===== config.mk =====
export PLATFORM = sky130hd
export DESIGN_NAME = bpc_port
export DESIGN_NICKNAME = d
export VERILOG_FILES = /design/src/bpc_pkg.sv /design/src/bpc_pin_cell.sv /design/src/bpc_change_detect.sv /design/src/bpc_port.sv
export VERILOG_INCLUDE_DIRS = /design/src /design/src/src
export SDC_FILE = /design/constraint.sdc
export NUM_CORES = 1
export LEC_CHECK = 0
export BUFFER_PORTS_ARGS = -buffer_cell sky130_fd_sc_hd__buf_2
export CORE_MARGIN = 4
export CORE_UTILIZATION = 57
export DETAILED_ROUTE_END_ITERATION = 10
export GPL_TIMING_DRIVEN = 1
export PLACE_DENSITY = 0.86
export REMOVE_ABC_BUFFERS = 1
export SYNTH_ARGS = -nofsm -noshare
export SYNTH_HDL_FRONTEND = slang
export SYNTH_SLANG_ARGS = --single-unit
export TNS_END_PERCENT = 50

===== constraint.sdc =====
create_clock -name i_sys_clk -period 2.7 [get_ports i_sys_clk]
set_input_delay 0.27 -clock i_sys_clk [delete_from_list [all_inputs] [get_ports i_sys_clk]]
set_output_delay 0.27 -clock i_sys_clk [all_outputs]
set_load 0.05 [all_outputs]

===== src/bpc_defines.svh =====
/*
 Named offsets, field positions and reset values of the port block.
 Assumes an 8-bit register address and 8-bit register data.
*/
`ifndef BPC_DEFINES_SVH
`define BPC_DEFINES_SVH

// Register offsets
`define BPC_ADDR_PORT     8'h06
`define BPC_ADDR_INTCTL   8'h0b
`define BPC_ADDR_OPTION   8'h81
`define BPC_ADDR_DIR      8'h86

// Reset values
`define BPC_RST_OPTION    8'hff
`define BPC_RST_DIR       8'hff
`define BPC_RST_LATCH     8'h00
`define BPC_RST_ZERO      8'h00

// Field positions
`define BPC_PULLUP_BIT    7
`define BPC_FLAG_BIT      0
`define BPC_CHG_LO        4
`define BPC_CHG_HI        7
`define BPC_EXT_INT_BIT   0
`define BPC_PROG_CLK_BIT  6
`define BPC_PROG_DATA_BIT 7

// Port and change-detect widths
`define BPC_PORT_W        8
`define BPC_CHG_W         4

`endif


===== src/bpc_pkg.sv =====
/*
 Types shared by the port block: register request and access kinds.
 Assumes bpc_defines.svh is on the include path.
*/
`include "bpc_defines.svh"

package bpc_pkg;

    // Kind of register write: plain store or single-bit change
    typedef enum logic [1:0]
    {
        BPC_OP_WRITE,
        BPC_OP_BSET,
        BPC_OP_BCLR
    } bpc_op_type;

    // One register access from the CPU, valid for one cycle
    typedef struct packed
    {
        logic [7:0] addr;     // Register offset
        logic       rd;       // Read strobe
        logic       wr;       // Write strobe
        bpc_op_type op;       // Write kind
        logic [2:0] bit_sel;  // Bit for set or clear
        logic [7:0] wdata;    // Data for plain write
    } bpc_req_type;

endpackage


===== src/bpc_pin_cell.sv =====
/*
 One port pin: output driver enable, output level and weak pull-up.
 Assumes the direction and latch bits come from registers.
*/
`timescale 1ns/1ps

module bpc_pin_cell
(
    input  wire logic i_latch,        // Output latch bit
    input  wire logic i_dir,          // One means input
    input  wire logic i_pullup_on,    // Global pull-up enable
    input  wire logic i_force_input,  // Alternate function owns the pin
    output logic      o_out,          // Level driven when enabled
    output logic      o_oe,           // High while the pin is driven
    output logic      o_pullup        // Weak pull-up active
);

    wire is_input;                    // Effective input mode

    // Alternate function also releases the driver
    assign is_input = i_dir | i_force_input;
    // Tri-state when input, else drive from latch
    assign o_oe     = ~is_input;      // [RL2]
    assign o_out    = i_latch;        // [RL2]
    // Pull-up only on inputs, with global enable
    assign o_pullup = i_pullup_on & is_input;  // [RL4]

endmodule


===== src/bpc_change_detect.sv =====
/*
 Change detector on the upper pins: reference latch, mismatch and flag.
 Assumes the capture strobe marks every port read or write.
*/
`timescale 1ns/1ps

module bpc_change_detect
#(
    parameter int WIDTH = 4
)
(
    input  wire logic             i_sys_clk,   // Instruction clock
    input  wire logic             i_reset_n,   // Async reset, low
    input  wire logic             i_clk_en,    // Freeze when low
    input  wire logic [WIDTH-1:0] i_pins,      // Current pin levels
    input  wire logic [WIDTH-1:0] i_dir,       // One means input
    input  wire logic             i_capture,   // Port accessed
    input  wire logic             i_sw_we,     // Software writes flag
    input  wire logic             i_sw_val,    // Written flag value
    output logic                  o_flag,      // Change flag
    output logic                  o_mismatch   // Mismatch this cycle
);

    logic [WIDTH-1:0] ref_q;          // Value seen at last access
    logic [WIDTH-1:0] ref_d;
    logic             flag_q;         // Sticky change flag
    logic             flag_d;
    wire  [WIDTH-1:0] diff;           // Per-pin mismatch

    // Only input pins take part in the comparison
    assign diff       = (i_pins ^ ref_q) & i_dir;  // [RL6] [RL7]
    // Any differing pin raises the mismatch
    assign o_mismatch = |diff;                     // [RL8]
    // Reference follows the pins on each access
    assign ref_d      = i_capture ? i_pins : ref_q;  // [RL10]
    // Mismatch sets every cycle and beats a clear
    assign flag_d     = o_mismatch | (i_sw_we ? i_sw_val : flag_q);  // [RL11] [RL19]
    assign o_flag     = flag_q;

    // Reference and flag registers
    always_ff @(posedge i_sys_clk or negedge i_reset_n)
    begin
        if (!i_reset_n)
        begin
            ref_q  <= '0;
            flag_q <= 1'b0;
        end
        else if (i_clk_en)
        begin
            ref_q  <= ref_d;
            flag_q <= flag_d;
        end
    end

endmodule


===== src/bpc_port.sv =====
/*
 Eight-bit bidirectional port with pull-ups and change detection.
 Holds the latch, direction, option and interrupt-control registers,
 the register access logic and the pin drivers.
 Assumes one register request per instruction cycle, one clock per
 instruction cycle, and pin inputs synchronous to the clock.
*/
`timescale 1ns/1ps

`include "bpc_defines.svh"

// How it works
// [RL1] Eight pins, each input or output alone
// [RL2] Direction one tri-states, zero drives latch
// [RL3] Option bit seven low enables all pull-ups
// [RL4] Output pins never get the pull-up
// [RL5] Pull-ups start disabled after power-on
// [RL6] Only upper input pins are compared
// [RL7] Compare pins against value captured on read
// [RL8] ORed mismatches set the change flag
// [RL9] Change event can wake from sleep
// [RL10] Port access refreshes reference, then clear flag
// [RL11] Persisting mismatch keeps setting the flag
// [RL12] Read returns pins, write updates latches
// [RL13] Writes read pins, modify, store all latches
// [RL14] Write at cycle end, read at start
// [RL15] Software spaces port write and read
// [RL16] Software avoids polling during change detection
// [RL17] Bit zero interrupt, bits six seven programming
// [RL18] Every reset makes all pins inputs
// [RL19] Flag sticks until cleared without mismatch
module bpc_port
    import bpc_pkg::*;
#(
    parameter int PORT_W = `BPC_PORT_W,
    parameter int CHG_W  = `BPC_CHG_W
)
(
    input  wire logic              i_sys_clk,         // Instruction clock
    input  wire logic              i_reset_n,         // Async reset, low
    input  wire logic              i_clk_en,          // Freeze when low
    input  wire bpc_req_type       i_req,             // Register request
    output logic [7:0]             o_reg_rdata,       // Read data
    output logic                   o_reg_rvalid,      // Read data valid
    input  wire logic [PORT_W-1:0] i_pin_in,          // Pin levels
    output logic [PORT_W-1:0]      o_pin_out,         // Pin drive level
    output logic [PORT_W-1:0]      o_pin_oe,          // Pin drive enable
    output logic [PORT_W-1:0]      o_pullup_en,       // Weak pull-ups
    input  wire logic              i_prog_mode,       // Serial programming
    output logic                   o_ext_int_in,      // External interrupt
    output logic                   o_prog_clk,        // Programming clock
    output logic                   o_prog_data,       // Programming data
    output logic                   o_change_int_flag, // Change flag
    output logic                   o_wake_req         // Wake from sleep
);

    // Register state
    logic [PORT_W-1:0] latch_q;       // Output latches
    logic [PORT_W-1:0] latch_d;
    logic [PORT_W-1:0] dir_q;         // One means input
    logic [PORT_W-1:0] dir_d;
    logic [7:0]        option_q;      // Option register
    logic [7:0]        option_d;
    logic [7:0]        rdata_q;       // Registered read data
    logic [7:0]        rdata_d;
    logic              rvalid_q;      // Read answer marker
    logic              ext_int_q;     // Sampled interrupt pin
    logic              prog_clk_q;    // Sampled programming clock
    logic              prog_data_q;   // Sampled programming data
    logic              wake_q;        // Registered wake request

    // Address decode
    wire               hit_port;      // Port data selected
    wire               hit_dir;       // Direction selected
    wire               hit_option;    // Option selected
    wire               hit_intctl;    // Interrupt control selected
    wire               port_access;   // Any read or write of port

    // Read-modify-write path
    wire [7:0]         cur_val;       // Value read before modify
    wire [7:0]         new_val;       // Value after modify
    wire [7:0]         bit_mask;      // One-hot bit of bit ops
    wire [7:0]         intctl_val;    // Interrupt control view
    wire [7:0]         pin_view;      // Pin levels, zero extended

    // Pin control
    wire               pullup_on;     // Global pull-up enable
    wire [PORT_W-1:0]  force_in;      // Alternate function inputs
    wire               chg_flag;      // Flag from detector
    wire               chg_mismatch;  // Mismatch from detector
    wire               intctl_we;     // Software writes flag

    // Match an address against one register offset
    function automatic logic addr_hit(input logic [7:0] addr,
                                      input logic [7:0] offset);
        addr_hit = (addr == offset);
    endfunction

    // One-hot mask for single-bit operations
    function automatic logic [7:0] bit_to_mask(input logic [2:0] sel);
        bit_to_mask = 8'h01 << sel;
    endfunction

    // Decode of the four registers
    assign hit_port    = addr_hit(i_req.addr, `BPC_ADDR_PORT);
    assign hit_dir     = addr_hit(i_req.addr, `BPC_ADDR_DIR);
    assign hit_option  = addr_hit(i_req.addr, `BPC_ADDR_OPTION);
    assign hit_intctl  = addr_hit(i_req.addr, `BPC_ADDR_INTCTL);

    // Both reads and writes of the port refresh the reference
    assign port_access = hit_port & (i_req.rd | i_req.wr);  // [RL10] [RL7]

    // Interrupt control shows only the change flag
    assign intctl_val  = {7'h00, chg_flag};

    // Pins sampled at the start of the cycle
    assign pin_view    = 8'(i_pin_in);  // [RL14]

    // Value that a read sees: pins for the port, not the latches
    assign cur_val = hit_port   ? pin_view :       // [RL12]
                     hit_dir    ? 8'(dir_q) :
                     hit_option ? option_q :
                     hit_intctl ? intctl_val :
                                  `BPC_RST_ZERO;   // Unmapped reads zero

    // Modify step of every write
    assign bit_mask = bit_to_mask(i_req.bit_sel);
    assign new_val  = (i_req.op == BPC_OP_BSET) ? (cur_val | bit_mask) :
                      (i_req.op == BPC_OP_BCLR) ? (cur_val & ~bit_mask) :
                                                  i_req.wdata;  // [RL13]

    // Latches take the whole modified byte, inputs included
    assign latch_d  = (i_req.wr && hit_port) ? new_val[PORT_W-1:0]
                                             : latch_q;  // [RL13] [RL12]

    // Direction register write
    assign dir_d    = (i_req.wr && hit_dir) ? new_val[PORT_W-1:0] : dir_q;

    // Option register write
    assign option_d = (i_req.wr && hit_option) ? new_val : option_q;

    // Flag write through interrupt control
    assign intctl_we = i_req.wr & hit_intctl;

    // Read data for the answer in the next cycle
    assign rdata_d  = i_req.rd ? cur_val : rdata_q;

    // Pull-up control bit is active low
    assign pullup_on = ~option_q[`BPC_PULLUP_BIT];  // [RL3]

    // Programming mode takes over the two upper pins as inputs
    assign force_in = PORT_W'({i_prog_mode, i_prog_mode, 6'h00});  // [RL17]

    // Per-pin drivers and pull-ups
    genvar gi;
    generate
        for (gi = 0; gi < PORT_W; gi = gi + 1)
        begin : g_pin
            // Each bit has its own direction and latch
            bpc_pin_cell u_cell
            (
                .i_latch       (latch_q[gi]),    // [RL1]
                .i_dir         (dir_q[gi]),
                .i_pullup_on   (pullup_on),
                .i_force_input (force_in[gi]),
                .o_out         (o_pin_out[gi]),
                .o_oe          (o_pin_oe[gi]),
                .o_pullup      (o_pullup_en[gi])
            );
        end
    endgenerate

    // Change detector on the upper four pins
    bpc_change_detect
    #(
        .WIDTH (CHG_W)
    )
    u_change
    (
        .i_sys_clk  (i_sys_clk),
        .i_reset_n  (i_reset_n),
        .i_clk_en   (i_clk_en),
        .i_pins     (i_pin_in[`BPC_CHG_HI:`BPC_CHG_LO]),  // [RL6]
        .i_dir      (dir_q[`BPC_CHG_HI:`BPC_CHG_LO]),
        .i_capture  (port_access),
        .i_sw_we    (intctl_we),
        .i_sw_val   (new_val[`BPC_FLAG_BIT]),
        .o_flag     (chg_flag),
        .o_mismatch (chg_mismatch)
    );

    // Configuration registers: all pins input, pull-ups off
    always_ff @(posedge i_sys_clk or negedge i_reset_n)
    begin
        if (!i_reset_n)
        begin
            dir_q    <= PORT_W'(`BPC_RST_DIR);  // [RL18]
            option_q <= `BPC_RST_OPTION;        // [RL5]
        end
        else if (i_clk_en)
        begin
            dir_q    <= dir_d;
            option_q <= option_d;
        end
    end

    // Output latches, stored at the end of the cycle
    always_ff @(posedge i_sys_clk or negedge i_reset_n)
    begin
        if (!i_reset_n)
        begin
            latch_q <= PORT_W'(`BPC_RST_LATCH);
        end
        else if (i_clk_en)
        begin
            latch_q <= latch_d;  // [RL14]
        end
    end

    // Read answer registers
    always_ff @(posedge i_sys_clk or negedge i_reset_n)
    begin
        if (!i_reset_n)
        begin
            rdata_q  <= `BPC_RST_ZERO;
            rvalid_q <= 1'b0;
        end
        else if (i_clk_en)
        begin
            rdata_q  <= rdata_d;
            rvalid_q <= i_req.rd;
        end
    end

    // Alternate-function taps and wake request
    always_ff @(posedge i_sys_clk or negedge i_reset_n)
    begin
        if (!i_reset_n)
        begin
            ext_int_q   <= 1'b0;
            prog_clk_q  <= 1'b0;
            prog_data_q <= 1'b0;
            wake_q      <= 1'b0;
        end
        else if (i_clk_en)
        begin
            // Bit zero feeds the external interrupt logic
            ext_int_q   <= i_pin_in[`BPC_EXT_INT_BIT];  // [RL17]
            // Upper pins feed the programmer only in that mode
            prog_clk_q  <= i_prog_mode & i_pin_in[`BPC_PROG_CLK_BIT];
            prog_data_q <= i_prog_mode & i_pin_in[`BPC_PROG_DATA_BIT];
            // Any mismatch or pending flag asks for wake-up
            wake_q      <= chg_mismatch | chg_flag;  // [RL9]
        end
    end

    // Outputs
    assign o_reg_rdata       = rdata_q;
    assign o_reg_rvalid      = rvalid_q;
    assign o_ext_int_in      = ext_int_q;
    assign o_prog_clk        = prog_clk_q;
    assign o_prog_data       = prog_data_q;
    assign o_change_int_flag = chg_flag;  // [RL8]
    assign o_wake_req        = wake_q;

endmodule


==> out/qor.log <==
qor: setup_path.critPathSlowestCell nor4b_4
qor: die.die_y 75.88 um
qor: pwr.share_seq_of_total_power 49.5%
qor: yosys.synth-simple-area-share 18.10%
qor: setup_path.endpoint latch_q[6]$_DFFE_PN0P_
qor: setup_path.critical_path_required 2.93 ns
qor: clocking.cts.repair_timing.setup_buffer_count 0
qor: yosys.yosysWarningCount 0
qor: yosys.mux_cell_area_share_after_synthesis 13.15%
qor: route.drc 0
qor: yosys.syn-cell-area 0.002626 mm^2
qor: sta.tns 0 ns
qor: placed_design.placedCellCount 355
qor: placed_design.place.port_buffers 72
qor: die.io_pins 73
qor: setup_path.worst_setup_path_start_kind primary input
qor: global_routing.grt_pass1_wl 10180 um
qor: setup_path.critical_path.cell_chain buf_2 > nor4b_4 > a32oi_1 > o32a_1 > a211oi_2 > mux2_2
qor: sta.drv_slew 0
qor: sta.layout_min_cycle_time 1.855 ns
qor: layout.final_area 0.002895 mm^2
qor: pwr.intPower 0.9376 mW
qor: setup_path.critical_path.endpoint_type register
qor: yosys.synth.top_cells.by_area dfrtp_1 25%, dfstp_2 16%, mux2_2 9.9%
qor: route.finalWirelength 6539 um
qor: placed_design.postPlaceCellArea 0.002815 mm^2
qor: global_routing.grt-ovfl-total 0
qor: pwr.p_clk_share 28.4%
qor: layout.post_route_cells_drive_above_1_share 40.19%
qor: die.fp.dieArea 0.005758 mm^2
qor: setup_path.number_of_stages_on_the_worst_setup_path 6
qor: yosys.synth_top_area_share 24.77%
qor: setup_path.critPathKind primary input to register
qor: setup_path.critPathBufInv 1
qor: layout.antenna_cells 0
qor: sta.fin_skew 0.009523 ns
qor: sta.max_freq 539.1 MHz
qor: clocking.cts_root_buffer clkbuf_8
qor: die.die_width 75.88 um
qor: pwr.powerDensity 473.9 mW/mm^2
qor: yosys.synthXorXnorAreaFrac 1.334%
qor: sta.period_share 68.70%
qor: yosys.synth_enable_flop_cells 0
qor: min_path.min-delay-path-class primary input to asynchronous set/reset pin
qor: route.antenna_left 0
qor: die.rows 24
qor: clocking.number_of_clock_buffers_inserted_by_tritoncts 5
qor: flow_run.cap_viol_max_count 0
qor: sta.worst_tran_pin_value 0.9266 ns
qor: setup_path.r2r_cells 4
qor: setup_path.critical-path-top-delay-family compound AO/OA/AOI/OAI gates
qor: layout.finish.cell_count_without_fillers 363
qor: sta.timing_hold_violations_final 0
qor: setup_path.critical_path.reg2reg.endpoint latch_q[7]$_DFFE_PN0P_
qor: pwr.ir_worst_vdd 0.3727 mV
qor: setup_path.worstReg2RegStart option_q[7]$_DFFE_PN1P_
qor: yosys.dominant_combinational_cell_family_by_area_after_synthesis simple AND/OR/NAND/NOR gates
qor: setup_path.crit_start i_req[16]
qor: clocking.cts.clk_slew.worst_paths 0.08 ns
qor: yosys.synthFlopType dfrtp_1
qor: yosys.synthArstFlopShare 100.0%
qor: yosys.synthCells 270
qor: route.post_drt_wl_per_cell 18.01 um
qor: global_routing.gr-usage-all-layers 23.82%
qor: yosys.yosys_register_bits 42
qor: route.routed_vias 2180
qor: global_routing.vias_in_the_first_global_route 2066
qor: pwr.power 1.372 mW
qor: setup_path.arrival 2.08 ns
qor: sta.max_slew_margin 38.23%
qor: clocking.cts_num_sinks 42
qor: setup_path.max_incr_delay_on_cp 0.61 ns
qor: layout.synthToLayoutAreaGrowth 10.24%
qor: route.drt-vias-per-instance 6.006
qor: yosys.synth_seq_area_share 40.78%
qor: clocking.cts_h_tree_depth 2
qor: yosys.synth.top_cells.by_count 26 x dfrtp_1, 24 x buf_4, 23 x mux2_2, 20 x nand2_1, 20 x nor2_1
qor: clocking.post_cts_resize_count 0
qor: clocking.clock_latency 0.29 ns
qor: yosys.synth.distinct_cells 48
qor: die.core_area 0.004414 mm^2
qor: pwr.p_sw_share 31.66%
qor: yosys.yosys.cell_count.top_type dfrtp_1
qor: yosys.synth-compound-area-share 15.39%
qor: pwr.leakagePower 1.357 nW
qor: pwr.netSwitchingPower 0.4344 mW
qor: route.firstDrtPassIters 4
qor: layout.nNetsFinal 345
qor: pwr.share_comb_of_total_power 22.2%
qor: setup_path.critical_path_peak_fanout 9
qor: sta.unrepaired_setup_endpoints_after_global_routing false
qor: setup_path.rrSetupSlack 0.95 ns
qor: global_routing.antenna_found_initial 0
qor: sta.finalSetupViolations 0
qor: yosys.biggest_area_consumer_among_synthesized_cells dfrtp_1
qor: die.start_util 59.50%
qor: status.result_of_the_run completed
qor: clocking.cts_tree built
qor: yosys.post_synth_fa_ha_maj_area_fraction 0.3811%
qor: route.drt_iter0_markers 188
qor: global_routing.grt_start_max_net_pins 43
qor: yosys.postSynthAreaPerCell 9.727 um^2
qor: clocking.cts_hold_buf 0
qor: placed_design.dp_hpwl 4912 um
qor: placed_design.place_congestion 0.8873
qor: clocking.clk_path_buf_depth 2
-- worst register-to-register path: cells and delay by family, from the launching register on --
kind	cells	cell delay, ns
AO/OA/AOI/OAI	3	0.79
flip-flops	1	0.70
multiplexers	1	0.21
-- layout make-up --
type	instances	area, um^2
fill	359	1519
multi-input combinational	177	1270
sequential	42	1071
timing repair buffer	73	367.9
clock buffer	8	80.08
tap	52	65.06
inverter	11	41.29
-- power by group through the flow --
| stage | Clock (mW) | Sequential [mW] | Combinational (mW) |
|---|---|---|---|
| after global placement | 0 | 0.689 | 0.298 |
| after floorplan | 0 | 0.755 | 0.123 |
| after global routing | 0.422 | 0.682 | 0.327 |
| final | 0.389 | 0.679 | 0.304 |
| after CTS | 0.399 | 0.678 | 0.304 |
| after detailed placement | 0 | 0.690 | 0.304 |
-- stage by stage --
stage / setup slack [ns] / util, % / hold WS (ns)
finish: 0.8452 / 65.59 / 0.1086
detailed placement: 0.5899 / 63.78 / 0.4629
floorplan: 0.9360 / - / -0.02559
global placement: 0.6093 / 63.78 / 0.4495
global route: 0.7766 / 65.59 / 0.1670
CTS: 0.8949 / 65.59 / 0.1396
-- logic make-up after synthesis --
family / count (synthesis)
buffers and inverters: 51
AOI/OAI and AO/OA: 52
adders and majority gates: 1
xor gates and xnor gates: 4
muxes: 31
and+or+nand+nor: 89
DFF: 42
-- worst min-delay path by stage --
stage / endpoint / slack (ns) / cells after the start
CTS: u_change.ref_q[2]$_DFFE_PN0P_ / 0.14 / 1
global placement: latch_q[5]$_DFFE_PN0P_ / 0.45 / 1
finish: u_change.ref_q[2]$_DFFE_PN0P_ / 0.11 / 1
detailed placement: u_change.ref_q[1]$_DFFE_PN0P_ / 0.46 / 1
floorplan: latch_q[0]$_DFFE_PN0P_ / -0.03 / 0
global route: u_change.ref_q[2]$_DFFE_PN0P_ / 0.17 / 1
-- cell usage in the layout, fill, tap and decap left out, types with 2 or more instances in the layout --
| master | instances |
|---|---|
| inv_1 | 11 |
| o21ai_0 | 15 |
| xor2_1 | 4 |
| o31ai_1 | 3 |
| mux2_1 | 5 |
| nand2_1 | 20 |
| dfstp_2 | 16 |
| a21oi_1 | 2 |
| a211oi_2 | 3 |
| clkbuf_8 | 5 |
| and3_1 | 3 |
| buf_2 | 72 |
| mux2i_1 | 3 |
| a222oi_1 | 2 |
| a22oi_1 | 2 |
| mux2_2 | 23 |
| nor2_1 | 20 |
| o32a_1 | 4 |
| nor2b_1 | 6 |
| nand3b_1 | 3 |
| a32oi_1 | 7 |
| nor3_1 | 11 |
| dfrtp_1 | 26 |
| nand3_1 | 8 |
| o41ai_1 | 4 |
| clkbuf_1 | 3 |
| nand2b_1 | 9 |
-- sequential cells by signal, indices dropped and copies added, names as in the netlist --
signal and count:
option_q 8, dir_q 8, o_reg_rdata 8, latch_q 8, u_change.o_flag 1, o_wake_req 1, o_reg_rvalid 1, o_prog_data 1
o_prog_clk 1, o_ext_int_in 1, u_change.ref_q 4
-- routing by layer --
metal  GRT usage, %  part of all wire, %  up-vias
met3          6.596                  8.7        8
met2          38.88                   50       93
li1               -                    -     1033
met5              0                    0        -
met4          6.214                  1.1        0
met1          31.24                   40     1046
No activity file was read; power rests on OpenSTA's default activity.
